[config.mk]
export PLATFORM = sky130hd
export DESIGN_NAME = lcc_core
export DESIGN_NICKNAME = d
export VERILOG_FILES = /design/src/hw/lcc_pkg.sv /design/src/hw/lcc_core.sv
export SDC_FILE = /design/constraint.sdc
export NUM_CORES = 1
export LEC_CHECK = 0
export BUFFER_PORTS_ARGS = -buffer_cell sky130_fd_sc_hd__buf_2
export CORE_ASPECT_RATIO = 0.75
export CORE_MARGIN = 4
export CORE_UTILIZATION = 30
export CTS_BUF_LIST = sky130_fd_sc_hd__clkbuf_8
export CTS_CLUSTER_DIAMETER = 60
export DETAILED_ROUTE_END_ITERATION = 8
export SKIP_CTS_REPAIR_TIMING = 1
export SLEW_MARGIN = 10
export SYNTH_ARGS = -nofsm -noshare
export SYNTH_HDL_FRONTEND = slang
export SYNTH_SLANG_ARGS = --single-unit
[constraint.sdc]
create_clock -name core_clk_i -period 5.6 [get_ports core_clk_i]
set_clock_uncertainty 0.2 [all_clocks]
set_input_delay 1.68 -clock core_clk_i [delete_from_list [all_inputs] [get_ports core_clk_i]]
set_output_delay 1.68 -clock core_clk_i [all_outputs]
set_load 0.05 [all_outputs]
[src/hw/lcc_pkg.sv]
// package: register map, field positions and mode codes of the logic cell core
package lcc_pkg;
  localparam int unsigned ADDR_W            = 8;
  localparam logic [7:0]  OFS_CONTROL       = 8'h00;
  localparam logic [7:0]  OFS_POLARITY      = 8'h04;
  localparam logic [7:0]  OFS_SEL0          = 8'h08;
  localparam logic [7:0]  OFS_GLS0          = 8'h18;
  localparam logic [7:0]  OFS_IRQ           = 8'h28;
  localparam logic [7:0]  OFS_MIRROR        = 8'h2C;
  localparam logic [7:0]  OFS_STEP          = 8'h04;
  // control register fields
  localparam int unsigned CTL_EN            = 7;
  localparam int unsigned CTL_OUT           = 5;
  localparam int unsigned CTL_RISE          = 4;
  localparam int unsigned CTL_FALL          = 3;
  localparam int unsigned CTL_MODE_HI       = 2;
  localparam logic [7:0]  CTL_WMASK         = 8'h9F;
  localparam logic [7:0]  CTL_RESET         = 8'h00;
  // polarity register fields
  localparam int unsigned POL_OUT_INV       = 7;
  localparam logic [7:0]  POL_WMASK         = 8'h8F;
  localparam logic [7:0]  SEL_WMASK         = 8'h3F;
  // irq register fields
  localparam int unsigned IRQ_FLAG          = 0;
  localparam int unsigned IRQ_CELL_EN       = 1;
  localparam int unsigned IRQ_PERIPH_EN     = 2;
  localparam int unsigned IRQ_GLOBAL_EN     = 3;
  localparam int unsigned SEL_W             = 6;
  localparam int unsigned NGATE             = 4;
  typedef enum logic [2:0] {
    LCC_AND_OR   = 3'b000,
    LCC_OR_XOR   = 3'b001,
    LCC_AND4     = 3'b010,
    LCC_SR_LATCH = 3'b011,
    LCC_DFF_SR   = 3'b100,
    LCC_DFF2_R   = 3'b101,
    LCC_JK_R     = 3'b110,
    LCC_LATCH_SR = 3'b111
  } lcc_mode_t;
endpackage : lcc_pkg

[src/hw/lcc_core.sv]
// logic cell core: input select, gating, logic function, polarity, edge flag, apb slave
`timescale 1ns/100ps

// Summary of operation
// - mode 111 transparent latch with set/reset
// - mode 110 J-K flip-flop with reset
// - mode 101 two-input D flip-flop, reset
// - mode 100 D flip-flop with set, reset
// - mode 011 set-reset latch from gates
// - mode 010 AND of four gates
// - 001 OR-XOR, 000 AND-OR
// - four gate inputs, one output fanned out
// - output invert bit inverts final result
// - gate invert bits invert each gate
// - polarity change counts as output edge
// - enable clear forces output zero
// - read-only output bit shows final output
// - rising and falling edge detectors present
// - rise enable sets flag on rise
// - fall enable sets flag on fall
// - flag cleared by software, edge wins
// - request needs all four enables set
// - mirror samples all cell outputs together
// - reset clears control, keeps selects/gates
// - runs from its inputs, no cpu needed
// - keep fast oscillator on when enabled and selected
// - four 6-bit data selects from bus
// - gates combine enabled true/negated inputs
// - gate select bit pairs, data4 true top
module lcc_core #(
  parameter int unsigned     IN_W       = 64,
  parameter int unsigned     NCELL      = 4,
  parameter logic [5:0]      FAST_OSC_SEL = 6'h34
) (
  input  wire logic                      core_clk_i,
  input  wire logic                      srst_i,
  input  wire logic [IN_W-1:0]           cell_in_i,
  input  wire logic [NCELL-1:0]          peer_out_i,
  input  wire logic                      psel_i,
  input  wire logic                      penable_i,
  input  wire logic                      pwrite_i,
  input  wire logic [lcc_pkg::ADDR_W-1:0] paddr_i,
  input  wire logic [31:0]               pwdata_i,
  output logic [31:0]                    prdata_o,
  output logic                           pready_o,
  output logic                           pslverr_o,
  output logic                           cell_out_o,
  output logic                           irq_o,
  output logic                           osc_keep_o
);
  import lcc_pkg::*;
  // the cell is modelled on the core clock: inputs are sampled once per
  // clock, the output flop follows one edge after its inputs, and the
  // flip-flop modes (100, 101, 110) treat the first clock that sees gate 1 high as its edge

  ////////////////////////////////////////////////////////////////////////////
  // registers
  logic [7:0]        control_r;
  logic [7:0]        polarity_r;
  logic [7:0]        sel_r [NGATE];
  logic [7:0]        gls_r [NGATE];
  logic              irq_flag_r;
  logic              cell_ie_r;
  logic              periph_ie_r;
  logic              global_ie_r;
  logic [NCELL-1:0]  mirror_r;
  logic [31:0]       prdata_r;
  logic              pready_r;
  logic              pslverr_r;
  logic              cell_out_r;
  logic              irq_r;
  logic              osc_keep_r;
  logic              state_r;
  logic              g1_prev_r;
  logic              out_inv_r;
  logic [6:0]        gate_inv_r;

  logic [NGATE-1:0]  data_in;
  logic [NGATE-1:0]  gate;
  logic              comb_res;
  logic              state_nxt;
  logic              final_nxt;
  logic              g1_rise;
  logic              wr_en;
  logic              rd_setup;
  logic              rise_ev;
  logic              fall_ev;
  lcc_mode_t         mode;

  assign mode  = lcc_mode_t'(control_r[CTL_MODE_HI:0]);
  assign wr_en = psel_i & penable_i & pwrite_i & pready_r;

  ////////////////////////////////////////////////////////////////////////////
  // gating function: OR of enabled true/negated terms, then gate inversion
  // with the invert bit set over negated terms the gate is an AND of the
  // inputs, over true terms a NOR; with no term enabled the invert bit alone
  // gives the level. Enabling both forms of one input makes the OR always
  // true, so the gate then sits at the inverse of its invert bit.
  function automatic logic gate_fn(input logic [7:0] sel_bits,
                                   input logic [NGATE-1:0] d,
                                   input logic inv);
    logic acc;
    acc = 1'b0;
    for (int i = 0; i < NGATE; i++) begin
      acc = acc | (sel_bits[2*i+1] & d[i]) | (sel_bits[2*i] & ~d[i]);
    end
    return acc ^ inv;
  endfunction : gate_fn

  // is an apb address one of a bank of four registers
  function automatic logic in_bank(input logic [7:0] a, input logic [7:0] base);
    return (a >= base) && (a < base + 8'(NGATE) * OFS_STEP) && (a[1:0] == 2'b00);
  endfunction : in_bank

  // data selection and gate stage; unmatched codes read zero
  always_comb begin
    for (int i = 0; i < NGATE; i++) begin
      data_in[i] = (int'(sel_r[i][SEL_W-1:0]) < IN_W) ?
                   cell_in_i[sel_r[i][SEL_W-1:0]] : 1'b0;
    end
    for (int i = 0; i < NGATE; i++) begin
      gate[i] = gate_fn(gls_r[i], data_in, polarity_r[i]);
    end
  end

  ////////////////////////////////////////////////////////////////////////////
  // logic function stage; stateful modes sampled on the core clock, so gate
  // pulses shorter than one clock period are not seen (sampled model)
  //
  // gate roles in the stateful modes, gate[0] being the first gate:
  //   011 latch:      set gate[0] | gate[1], reset gate[2] | gate[3]
  //   100 flip-flop:  clock gate[0], data gate[1], reset gate[2], set gate[3]
  //   101 flip-flop:  clock gate[0], data gate[1] & gate[3], reset gate[2]
  //   110 j-k:        clock gate[0], j gate[1], k gate[3], reset gate[2]
  //   111 latch:      enable gate[0], data gate[1], reset gate[2], set gate[3]
  // set and reset act without waiting for the clock gate; set beats reset
  assign g1_rise = gate[0] & ~g1_prev_r;

  always_comb begin
    comb_res  = 1'b0;
    state_nxt = state_r;
    case (mode)
      LCC_AND_OR:   comb_res = (gate[0] & gate[1]) | (gate[2] & gate[3]);
      LCC_OR_XOR:   comb_res = (gate[0] | gate[1]) ^ (gate[2] | gate[3]);
      LCC_AND4:     comb_res = &gate;
      LCC_SR_LATCH: begin
        // set dominates when both asserted
        if (gate[0] | gate[1]) state_nxt = 1'b1;
        else if (gate[2] | gate[3]) state_nxt = 1'b0;
      end
      LCC_DFF_SR: begin
        if (gate[3]) state_nxt = 1'b1;
        else if (gate[2]) state_nxt = 1'b0;
        else if (g1_rise) state_nxt = gate[1];
      end
      LCC_DFF2_R: begin
        if (gate[2]) state_nxt = 1'b0;
        else if (g1_rise) state_nxt = gate[1] & gate[3];
      end
      LCC_JK_R: begin
        if (gate[2]) state_nxt = 1'b0;
        else if (g1_rise) begin
          case ({gate[1], gate[3]})
            2'b10:   state_nxt = 1'b1;
            2'b01:   state_nxt = 1'b0;
            2'b11:   state_nxt = ~state_r;
            default: state_nxt = state_r;
          endcase
        end
      end
      LCC_LATCH_SR: begin
        if (gate[3]) state_nxt = 1'b1;
        else if (gate[2]) state_nxt = 1'b0;
        else if (gate[0]) state_nxt = gate[1];
      end
      default: comb_res = 1'b0;
    endcase
  end

  // output select, polarity and enable
  always_comb begin
    if (!control_r[CTL_EN]) begin
      final_nxt = 1'b0;
    end else if (mode[2] | (mode == LCC_SR_LATCH)) begin
      final_nxt = state_nxt ^ polarity_r[POL_OUT_INV];
    end else begin
      final_nxt = comb_res ^ polarity_r[POL_OUT_INV];
    end
  end

  // cell state only advances while enabled, so stale config cannot corrupt it
  // reset clears the stored bit and the gate-1 history, so no false clock follows
  always_ff @(posedge core_clk_i) begin
    if (srst_i) begin
      state_r   <= 1'b0;
      g1_prev_r <= 1'b0;
    end else begin
      g1_prev_r <= gate[0];
      if (control_r[CTL_EN]) begin
        state_r <= state_nxt;
      end
    end
  end

  // final output flop, fed to pin, peers and own input bus outside
  always_ff @(posedge core_clk_i) begin
    if (srst_i) begin
      cell_out_r <= 1'b0;
    end else begin
      cell_out_r <= final_nxt;
    end
  end

  ////////////////////////////////////////////////////////////////////////////
  // edge detectors on the final output; a polarity flip also shows here
  // the next output is compared with the registered one, so the flag sets on
  // the edge where the output flop changes; a disable can show as a fall too
  assign rise_ev = final_nxt & ~cell_out_r;
  assign fall_ev = ~final_nxt & cell_out_r;

  // sticky flag: set wins over a same-cycle software clear
  // the flag keeps recording edges while the request is masked, so software
  // that enables the request late still sees an edge that came before
  always_ff @(posedge core_clk_i) begin
    if (srst_i) begin
      irq_flag_r <= 1'b0;
    end else if ((rise_ev & control_r[CTL_RISE]) | (fall_ev & control_r[CTL_FALL])) begin
      irq_flag_r <= 1'b1;
    end else if (wr_en && paddr_i == OFS_IRQ && pwdata_i[IRQ_FLAG]) begin
      irq_flag_r <= 1'b0;
    end
  end

  // request gating by all enables
  always_ff @(posedge core_clk_i) begin
    if (srst_i) begin
      irq_r <= 1'b0;
    end else begin
      irq_r <= irq_flag_r & control_r[CTL_EN] & cell_ie_r & periph_ie_r & global_ie_r;
    end
  end

  // oscillator keep-alive request while enabled and selected
  // only the selects count: the request does not care whether that oscillator
  // also clocks the core, since the cell must keep running either way
  always_ff @(posedge core_clk_i) begin
    if (srst_i) begin
      osc_keep_r <= 1'b0;
    end else begin
      osc_keep_r <= 1'b0;
      for (int i = 0; i < NGATE; i++) begin
        if (control_r[CTL_EN] && sel_r[i][SEL_W-1:0] == FAST_OSC_SEL) begin
          osc_keep_r <= 1'b1;
        end
      end
    end
  end

  // all cell outputs captured on one edge so a read has no skew
  // the snapshot is two clocks old when the master takes it, the price of a registered read path
  always_ff @(posedge core_clk_i) begin
    if (srst_i) begin
      mirror_r <= '0;
    end else begin
      mirror_r <= peer_out_i;
    end
  end

  ////////////////////////////////////////////////////////////////////////////
  // control register: cleared by reset, output bit is not writable
  // changing the mode while enabled is allowed, but the output may show one
  // cycle of the new function acting on the old stored state
  always_ff @(posedge core_clk_i) begin
    if (srst_i) begin
      control_r <= CTL_RESET;
    end else if (wr_en && paddr_i == OFS_CONTROL) begin
      control_r <= pwdata_i[7:0] & CTL_WMASK;
    end
  end

  // polarity: output invert cleared by reset, gate inverts kept
  always_ff @(posedge core_clk_i) begin
    if (srst_i) begin
      out_inv_r <= 1'b0;
    end else if (wr_en && paddr_i == OFS_POLARITY) begin
      out_inv_r <= pwdata_i[POL_OUT_INV];
    end
  end

  // gate inverts have no reset value, like the selects and gates
  always_ff @(posedge core_clk_i) begin
    if (wr_en && paddr_i == OFS_POLARITY) begin
      gate_inv_r <= pwdata_i[6:0] & POL_WMASK[6:0];
    end
  end

  // unused bits 6:4 stay zero through the write mask
  assign polarity_r = {out_inv_r, gate_inv_r};

  // selects and gates deliberately ignore reset
  always_ff @(posedge core_clk_i) begin
    for (int i = 0; i < NGATE; i++) begin
      if (wr_en && paddr_i == OFS_SEL0 + 8'(i) * OFS_STEP) begin
        sel_r[i] <= pwdata_i[7:0] & SEL_WMASK;
      end
      if (wr_en && paddr_i == OFS_GLS0 + 8'(i) * OFS_STEP) begin
        gls_r[i] <= pwdata_i[7:0];
      end
    end
  end

  // interrupt enables
  // bit 1 cell, bit 2 peripheral, bit 3 global; bit 0 of a write is the
  // flag clear and is handled with the flag
  always_ff @(posedge core_clk_i) begin
    if (srst_i) begin
      cell_ie_r   <= 1'b0;
      periph_ie_r <= 1'b0;
      global_ie_r <= 1'b0;
    end else if (wr_en && paddr_i == OFS_IRQ) begin
      cell_ie_r   <= pwdata_i[IRQ_CELL_EN];
      periph_ie_r <= pwdata_i[IRQ_PERIPH_EN];
      global_ie_r <= pwdata_i[IRQ_GLOBAL_EN];
    end
  end

  ////////////////////////////////////////////////////////////////////////////
  // apb: read data and ready registered in setup, so access ends in one cycle
  // map, one register per word, upper bits read zero: 0x00 control,
  // 0x04 polarity, 0x08-0x14 data selects, 0x18-0x24 gate selects,
  // 0x28 flag (write one to clear) and enables, 0x2C mirror
  // unmapped or misaligned addresses answer with an error and change nothing;
  // ready is never held low, so a master never waits more than one cycle
  assign rd_setup = psel_i & ~penable_i;

  always_ff @(posedge core_clk_i) begin
    if (srst_i) begin
      pready_r  <= 1'b0;
      pslverr_r <= 1'b0;
      prdata_r  <= '0;
    end else begin
      pready_r  <= rd_setup;
      pslverr_r <= 1'b0;
      if (rd_setup) begin
        prdata_r <= '0;
        if (paddr_i == OFS_CONTROL) begin
          prdata_r[7:0] <= {control_r[7:6], cell_out_r, control_r[4:0]};
        end else if (paddr_i == OFS_POLARITY) begin
          prdata_r[7:0] <= polarity_r & POL_WMASK;
        end else if (in_bank(paddr_i, OFS_SEL0)) begin
          prdata_r[7:0] <= sel_r[2'((paddr_i - OFS_SEL0) >> 2)];
        end else if (in_bank(paddr_i, OFS_GLS0)) begin
          prdata_r[7:0] <= gls_r[2'((paddr_i - OFS_GLS0) >> 2)];
        end else if (paddr_i == OFS_IRQ) begin
          prdata_r[3:0] <= {global_ie_r, periph_ie_r, cell_ie_r, irq_flag_r};
        end else if (paddr_i == OFS_MIRROR) begin
          prdata_r[NCELL-1:0] <= mirror_r;
        end else begin
          pslverr_r <= 1'b1;
        end
      end
    end
  end

  assign prdata_o   = prdata_r;
  assign pready_o   = pready_r;
  assign pslverr_o  = pslverr_r;
  assign cell_out_o = cell_out_r;
  assign irq_o      = irq_r;
  assign osc_keep_o = osc_keep_r;
endmodule : lcc_core

# Word level (Yosys, flattened, before mapping)
# Memory sizes are Yosys's and may differ from the RTL's.
# Index checks and enable logic that the tools add are counted.
# op_classes
n_reduce_logical	32
muxes	73
magnitude_cmp	8
n_eq_ne	25
addsub	2
bitwise	98
# ops
op	count
$and 1x1->1	48
$mux 8	6
$mux 1	47
$or 1x1->1	33
$eq 8x5->1 const B	4
$eq 8x6->1 const B	4
$lt 6x7->1 const B	4
$bmux 1 s6	4
$eq 6x6->1 const B	4
$reduce_or 8->1	3
$logic_and 1x1->1	20
$mux 6	3
$reduce_or 6->1	3
$eq 8x4->1 const B	2
$mux 4	4
$eq 3x3->1 const B	4
$mux 2	6
$not 1->1	10
$eq 8x3->1 const B	1
$ge 8x4->1 const B	1
$ge 8x5->1 const B	1
$logic_not 8->1	1
$lt 8x5->1 const B	1
$lt 8x6->1 const B	1
13 further kinds	23
# word_totals
memories	2
elab_cells	256
out_inout_bits	37
in_bits	113
mem_bits_rw	56
ff_bits	34
# mem_list
memory	words	word_bits	read_ports	rd_clocked_by_memory_dff	write_ports	line	text
gls_r	4	8	5	0	1	lcc_core.sv:61	logic [7:0] gls_r [NGATE];
sel_r	4	6	5	0	1	lcc_core.sv:60	logic [7:0] sel_r [NGATE];

# Depth between registers and ports, before layout
# Gate-level depths: netlist of run 1.
# An unclocked memory read counts as a cell.
# depth
ltp_word	26
mapped_depth	17
ltp_nobuf	13

# Worst setup path after synthesis of run 1
# OpenSTA, ideal clock, no wires.
# synth_timing
path_type	input to register
start	in cell_in_i[63]
end	reg irq_flag_r
cell_stages	13
setup_slack_ps	284
required_ps	5312
arrival_time_ps	5028
path_buffers	0
setup_time_ps	88
path_cell_list	mux4_2 -> a32o_1 -> a211oi_2 -> a211oi_1 -> or3_1 -> a221o_1 -> or4_4 -> and2_1 -> a211oi_1 -> a311oi_2 -> o21a_1 -> o21a_1 -> a311oi_2
# synth_via
elab_chain_len	25
word_cells_on_any_way	115
cone_classes	eq/ne: 3; mux: 26; bitwise: 84; reduce/logical: 2
# synth_lines
element	line	text
start: declaration	lcc_core.sv:37	input wire logic [IN_W-1:0] cell_in_i,
$bmux 1 s6	lcc_core.sv:119	cell_in_i[sel_r[i][SEL_W-1:0]] : 1'b0;
$mux 1 (implied by the code)	lcc_core.sv:119	
$not 1->1	lcc_core.sv:105	acc = acc | (sel_bits[2*i+1] & d[i]) | (sel_bits[2*i] & ~d[i]);
$and 1x1->1	lcc_core.sv:105	
$or 1x1->1 (7 in series)	lcc_core.sv:105	
$xor 1x1->1	lcc_core.sv:107	return acc ^ inv;
$eq 2x2->1, or another cell as far along	lcc_core.sv:163	case ({gate[1], gate[3]})
$pmux 1 s3 / $mux 1 (equally long branches)	lcc_core.sv:163, lcc_core.sv:154	
(+3 left out)	--	
$xor 1x1->1	lcc_core.sv:185	final_nxt = state_nxt ^ polarity_r[POL_OUT_INV];
$mux 1 (*)	lcc_core.sv:184	end else if (mode[2] | (mode == LCC_SR_LATCH)) begin
$mux 1 (*)	lcc_core.sv:182	if (!control_r[CTL_EN]) begin
$not 1->1	lcc_core.sv:219	assign fall_ev = ~final_nxt & cell_out_r;
$and 1x1->1	lcc_core.sv:219	
$and 1x1->1	lcc_core.sv:227	end else if ((rise_ev & control_r[CTL_RISE]) | (fall_ev & control_r[CTL_FALL])) begin
$or 1x1->1 (*)	lcc_core.sv:227	
$mux 1 / $reduce_bool 2->1 (equally long branches)	--	
end signal: assignment	lcc_core.sv:226	irq_flag_r <= 1'b0;
end signal: assignment	lcc_core.sv:228	irq_flag_r <= 1'b1;
end signal: assignment	lcc_core.sv:230	irq_flag_r <= 1'b0;
end: declaration	lcc_core.sv:62	logic irq_flag_r;
# Every way passes the cells marked *; elsewhere a longest branch is shown, timed or not. The select of a mux whose other input is x is not followed.
# A chain may end at the register's enable or synchronous reset.

# Worst setup path in the final report of run 1
# Ends and elaborated chain as after synthesis.

==> impl_metrics.ini, run 1 <==
[global_route]
grt-ovfl-total = 0
grt_pass1_wl_um = 31900
grt_usage = 0.175
antenna_found_initial = 0
grt_start_max_net_pins = 29
grt_pass1_vias = 5266

[critical_path]
rrSetupSlack_ns = 0.59
ff2ff_path_depth = 13
critPathMaxStageDelay_ns = 0.57
r2r_end = irq_flag_r$_SDFFE_PP0P_
path_class = in2reg
cp.arrival_ns = 5.53
slowest_stage = or4_4
crit_required_ns = 5.68
r2r-start = sel_r[0][0]$_DFFE_PP_
crit_path_start_kind = primary input
worstPathCellList = buf_2, mux4_2, a32o_1, a211oi_2, a211oi_1, or3_1, a221o_1, or4_4, and2_1, a211oi_1, a311oi_2, o21a_1, o21a_1, a311oi_2
startpoint = cell_in_i[63]
critPathCaptureType = flop
critPathMaxFanout = 4

[hold_path]
holdPathEnd = cell_ie_r$_SDFFE_PP0P_
min_path_cells = 2
min_from = cell_ie_r$_SDFFE_PP0P_
hold_path_class = reg2reg

[drt]
post_drt_wl_per_cell_um = 22.3
dr.pass1.iters = 5
viasPerCell = 5.74
vias = 5401
drt_iter0_drc = 508
antenna_left = 0
drc_errors = 0
wirelength_um = 21000

[synthesis]
avgSynthCellArea_um2 = 12.0
ys_seq_elements = 90
synth_area_um2 = 6470
ys_seq_area_frac = 0.371
ys_warn_count = 0
synth_top_flop_cell = edfxtp_1
syn_inst = 539
yosysUniqueCellTypes = 65
synthArstFlopShare = 0
synth_edf_count = 60

[sta]
hold_violations = 0
rsz0062_at_grt = no
relSlewSlack = 0.401
fmax_ghz = 0.183
tightest_slew_ns = 0.891
finalWorstSetupSlack_ns = 0.150
setup-violations-final = 0
min_period_over_period = 0.973
period_needed_ns = 5.45
final-max-slew-violation-count = 0
fin_tns_setup_ns = 0

[clock_network]
cts_made_buffers = 9
clk_latency_ns = 0.37
clkSlewWorstSetupHoldPaths_ns = 0.08
cts_root_buffer = clkbuf_8
cts_buffer_depth = 2
cts_sinks = 90
cts_max_level = 3
cts_tree = built

[finish]
final_nets = 761
n_antenna_cell = 0
fillers = 2156
area.sequential_um2 = 2400
multi_input_area_um2 = 3750
final_common_cell = buf_2
design_area_um2 = 7470
area_growth_pct = 15.3
drive_gt1_frac = 0.360
layout.cells.most_common_list = 101 x buf_2, 62 x mux4_2, 60 x edfxtp_1

[placed_design]
preCtsSetupSlack_ns = -0.203
portBuffers = 101
placed_cell_area_um2 = 7290
post-dp-hpwl_um = 16500
gp_congestion = 0.893

[floorplanning]
io_pins = 150
die_h_um = 135
initial_core_util = 0.306
die_area_um2 = 24000
rows = 46
core_um2 = 21200
die_x_um = 178

[job]
drv_cap = 0

[run_status]
outcome = complete, no violations

[power]
power.density_nw_per_um2 = 174
ir_drop_mv = 0.0914
power.leakage_uw = 0.00272
## registers in the layout, indices dropped and copies added (netlist names), 4 cells and up
name / count
control_r: 6
prdata_o: 8
gls_r: 32
sel_r: 24
mirror_r: 4
gate_inv_r: 4
## routing by layer
metal | global-route usage | up-vias | part of all wire
met1 | 0.276 | 2710 | 0.47
met3 | 0.0497 | 18 | 0.11
met5 | 0 | - | 0
li1 | - | 2380 | -
met4 | 0.0249 | 0 | 0.0090
met2 | 0.244 | 293 | 0.41
## Yosys cell counts (all sizes together) (12+ instances only)
library cell / number / area [µm²]
clkbuf: 20 / 75.1
mux4: 62 / 1400
edfxtp: 60 / 1800
nor2b: 13 / 81.3
nand2: 19 / 71.3
mux2i: 42 / 420
nor3: 12 / 65.1
buf: 38 / 302
nor2: 42 / 158
a211oi: 17 / 138
dfxtp: 30 / 601
## area by class of cell
cell class                 count  share of cell area
timing repair buffer         133              0.0999
clock buffer                   9              0.0166
multi-input combinational    403               0.503
clock inverter                 7             0.00503
sequential                    90               0.322
tap                          288              0.0483
inverter                      11             0.00553
## logic make-up after synthesis
logic type	Yosys count	synth area share
AOI/OAI and AO/OA	119	0.146
DFF	90	0.371
muxes	109	0.289
other	1	0.000579
xor gates and xnor gates	2	0.00271
and+or+nand+nor	149	0.126
buffers and inverters	69	0.0645
## worst max-delay path by stage
stage,cells after the start,slack (ns),end
2_1_floorplan,13,0.28,irq_flag_r$_SDFFE_PP0P_
3_3_place_gp,14,-0.12,irq_flag_r$_SDFFE_PP0P_
3_5_place_dp,14,-0.20,irq_flag_r$_SDFFE_PP0P_
4_1_cts,14,0.19,irq_flag_r$_SDFFE_PP0P_
5_1_grt,14,0.04,irq_flag_r$_SDFFE_PP0P_
6_report,14,0.15,irq_flag_r$_SDFFE_PP0P_
## power by group
group / internal [µW] / switching, µW / leakage (µW)
Clock: 156 / 224 / 0.0000869
Combinational: 79.0 / 129 / 0.00185
Sequential: 711 / 2.56 / 0.000783
## stage by stage
| step | power (µW) | util | hold WS, ns | cells |
|---|---|---|---|---|
| after detailed placement | 935 | 0.344 | 0.272 | 925 |
| after floorplan | 865 | - | 0.238 | 562 |
| after global routing | 1350 | 0.352 | 0.301 | 941 |
| after CTS | 1310 | 0.352 | 0.284 | 941 |
| after global placement | 932 | 0.344 | 0.265 | 925 |
| final | 1300 | 0.352 | 0.282 | 941 |
## critical path: cells and delay by family
kind,cells,cell delay (ns)
compound gates,9,2.10
simple gates,3,1.15
mux,1,0.48
buf+inv,1,0.11
Note: power is estimated with default switching activity, not from simulation.
==> run 2: changes to the inputs <==
--- a/config.mk
+++ b/config.mk
@@ -6,4 +6,5 @@
 export NUM_CORES = 1
 export LEC_CHECK = 0
+export ABC_AREA = 1
 export BUFFER_PORTS_ARGS = -buffer_cell sky130_fd_sc_hd__buf_2
 export CORE_ASPECT_RATIO = 0.75
==> constraint.sdc (replaced) <==
create_clock -name core_clk_i -period 5.6 [get_ports core_clk_i]
set_clock_uncertainty 0.2 [all_clocks]
set_input_delay 1.12 -clock core_clk_i [delete_from_list [all_inputs] [get_ports core_clk_i]]
set_output_delay 1.12 -clock core_clk_i [all_outputs]
set_load 0.05 [all_outputs]
==> impl_metrics.ini, run 2 <==
[drt]
wirelength_um = 26200
dr.pass1.iters = 6
antenna_left = 0
drt_iter0_drc = 855
viasPerCell = 5.26
post_drt_wl_per_cell_um = 17.4
drc_errors = 0
vias = 7947

[clock_network]
cts_buffer_depth = 2
cts_tree = built
cts_sinks = 90
cts_root_buffer = clkbuf_8
clkSlewWorstSetupHoldPaths_ns = 0.09
cts_max_level = 3
cts_made_buffers = 9
clk_latency_ns = 0.37

[global_route]
grt_usage = 0.190
grt_start_max_net_pins = 44
grt-ovfl-total = 0
antenna_found_initial = 3
grt_pass1_vias = 7034
grt_pass1_wl_um = 39900

[synthesis]
synth.most_common_cell = nand2_1
synth_area_leaders = edfxtp_1 25%, nand2_1 18%, nand3_1 12%
synth_edf_count = 60
synthArstFlopShare = 0
synthTopCellsByCount = 351 x nand2_1, 170 x nand3_1, 126 x inv_1
synth_top_cell_by_area = edfxtp_1
avgSynthCellArea_um2 = 6.32
yosysUniqueCellTypes = 39
ys_seq_area_frac = 0.334
synth_area_um2 = 7180
synth_top_flop_cell = edfxtp_1
syn_inst = 1136
synth_top_area_frac = 0.251
ys_warn_count = 0
ys_seq_elements = 90

[sta]
relSlewSlack = 0.329
min_period_over_period = 0.772
fmax_ghz = 0.231
setup-violations-final = 0
hold_violations = 0
tightest_slew_ns = 0.999
period_needed_ns = 4.32
rsz0062_at_grt = no
final-max-slew-violation-count = 0
fin_tns_setup_ns = 0

[power]
switchingPower_uw = 377
swShare = 0.279
pwr-share-comb = 0.145
power.leakage_uw = 0.00359
clkPwrFrac = 0.327
power.density_nw_per_um2 = 169
p_seq_frac = 0.528
ir_drop_mv = 0.0974
p_int_uw = 971

[floorplanning]
core_um2 = 23300
die_h_um = 142
initial_core_util = 0.308
rows = 48
die_area_um2 = 26500
io_pins = 150
die_x_um = 187

[finish]
final_nets = 1318
final_common_cell = nand2_1
largest-register = gls_r
drive_gt1_frac = 0.126
layout.cells.most_common_list = 351 x nand2_1, 170 x nand3_1, 126 x inv_1
area_growth_pct = 10.7
final_util = 0.341
largest_reg_flops = 32

[critical_path]
path_class = reg2reg
crit_buf_inv = 3
crit_required_ns = 5.66
cp.arrival_ns = 4.39
crit_path_start_kind = flop
critPathMaxStageDelay_ns = 0.80
critPathCaptureType = flop
cp_common_cell = nand2_1
critPathMaxFanout = 15
slowest_stage = edfxtp_1
path_delay_family = simple AND/OR/NAND/NOR gates

[job]
drv_cap = 0

[placed_design]
post-dp-hpwl_um = 19800
gp_congestion = 0.946
portBuffers = 101

[hold_path]
hold_path_class = reg2reg

[run_status]
outcome = complete, no violations
run 2: power groups by stage:
stage / clock [µW] / sequential, µW / combinational (µW)
2_1_floorplan: 0 / 734 / 128
3_3_place_gp: 0 / 727 / 190
3_5_place_dp: 0 / 727 / 193
4_1_cts: 450 / 712 / 193
5_1_grt: 479 / 712 / 215
6_report: 440 / 712 / 195
run 2: worst register-to-register path, cell delays in order, from the launching register on:
cell	delay, ns
edfxtp_1	0.80
inv_1	0.52
nor2_1	0.39
nand2_1	0.09
nand3_1	0.10
nor2_1	0.07
nand2_1	0.10
nand3_2	0.14
nand2_2	0.13
nor2_1	0.05
a21oi_1	0.29
nor2_1	0.10
nand2_1	0.08
nand2_1	0.04
nand2_1	0.18
inv_2	0.05
nand2_1	0.07
nor2_1	0.04
nor2_1	0.08
nand2_1	0.06
nand3_1	0.10
nand2_1	0.08
nand2_1	0.11
nand3_1	0.11
nand2_1	0.07
nand3_1	0.06
nand2_1	0.07
inv_1	0.05
run 2: metrics by stage:
| stage | worst slack [ns] | instance area (µm²) | std cells | power, µW | hold slack, ns |
|---|---|---|---|---|---|
| after detailed placement | 1.44 | 7750 | 1494 | 920 | 0.260 |
| after global placement | 1.49 | 7750 | 1494 | 917 | 0.240 |
| final | 1.28 | 7950 | 1511 | 1350 | 0.271 |
| after CTS | 1.40 | 7950 | 1510 | 1350 | 0.271 |
| after global routing | 0.982 | 7950 | 1510 | 1410 | 0.292 |
| after floorplan | 2.31 | 7270 | 1159 | 861 | 0.225 |
run 2: cells by family (layout without fill, tap and decap cells):
family,count (synthesis),count (layout),share of synthesized area
AND/OR/NAND/NOR,660,660,0.395
other,1,25,0.000522
flip-flops,90,90,0.334
AO/OA/AOI/OAI,177,177,0.135
buffers and inverters,208,259,0.134
run 2: final cells by class:
class                      instances  area (µm²)
fill                            2574       15300
multi-input combinational        861        3910
sequential                        90        2400
timing repair buffer             108         558
inverter                         135         507
tap                              300         375
clock buffer                       9         124
clock inverter                     7        75.1
antenna                            1        2.50
run 2: routing by layer:
| metal | up-vias | global-route usage | share of wire |
|---|---|---|---|
| li1 | 3824 | - | - |
| met1 | 3612 | 0.282 | 0.45 |
| met2 | 468 | 0.280 | 0.41 |
| met3 | 37 | 0.0530 | 0.12 |
| met4 | 6 | 0.0319 | 0.013 |
| met5 | - | 0 | 0.0011 |
run 2: worst paths after layout:
check	from	endpoint	slack (ns)	depth (start not counted)
worst max-delay path	sel_r[2][1]$_DFFE_PP_	irq_flag_r$_SDFFE_PP0P_	1.28	27
worst min-delay path	prdata_o[6]$_SDFFE_PP0P_	prdata_o[6]$_SDFFE_PP0P_	0.27	2
worst max register to register	sel_r[2][1]$_DFFE_PP_	irq_flag_r$_SDFFE_PP0P_	1.28	27
worst min register to register	prdata_o[6]$_SDFFE_PP0P_	prdata_o[6]$_SDFFE_PP0P_	0.27	2
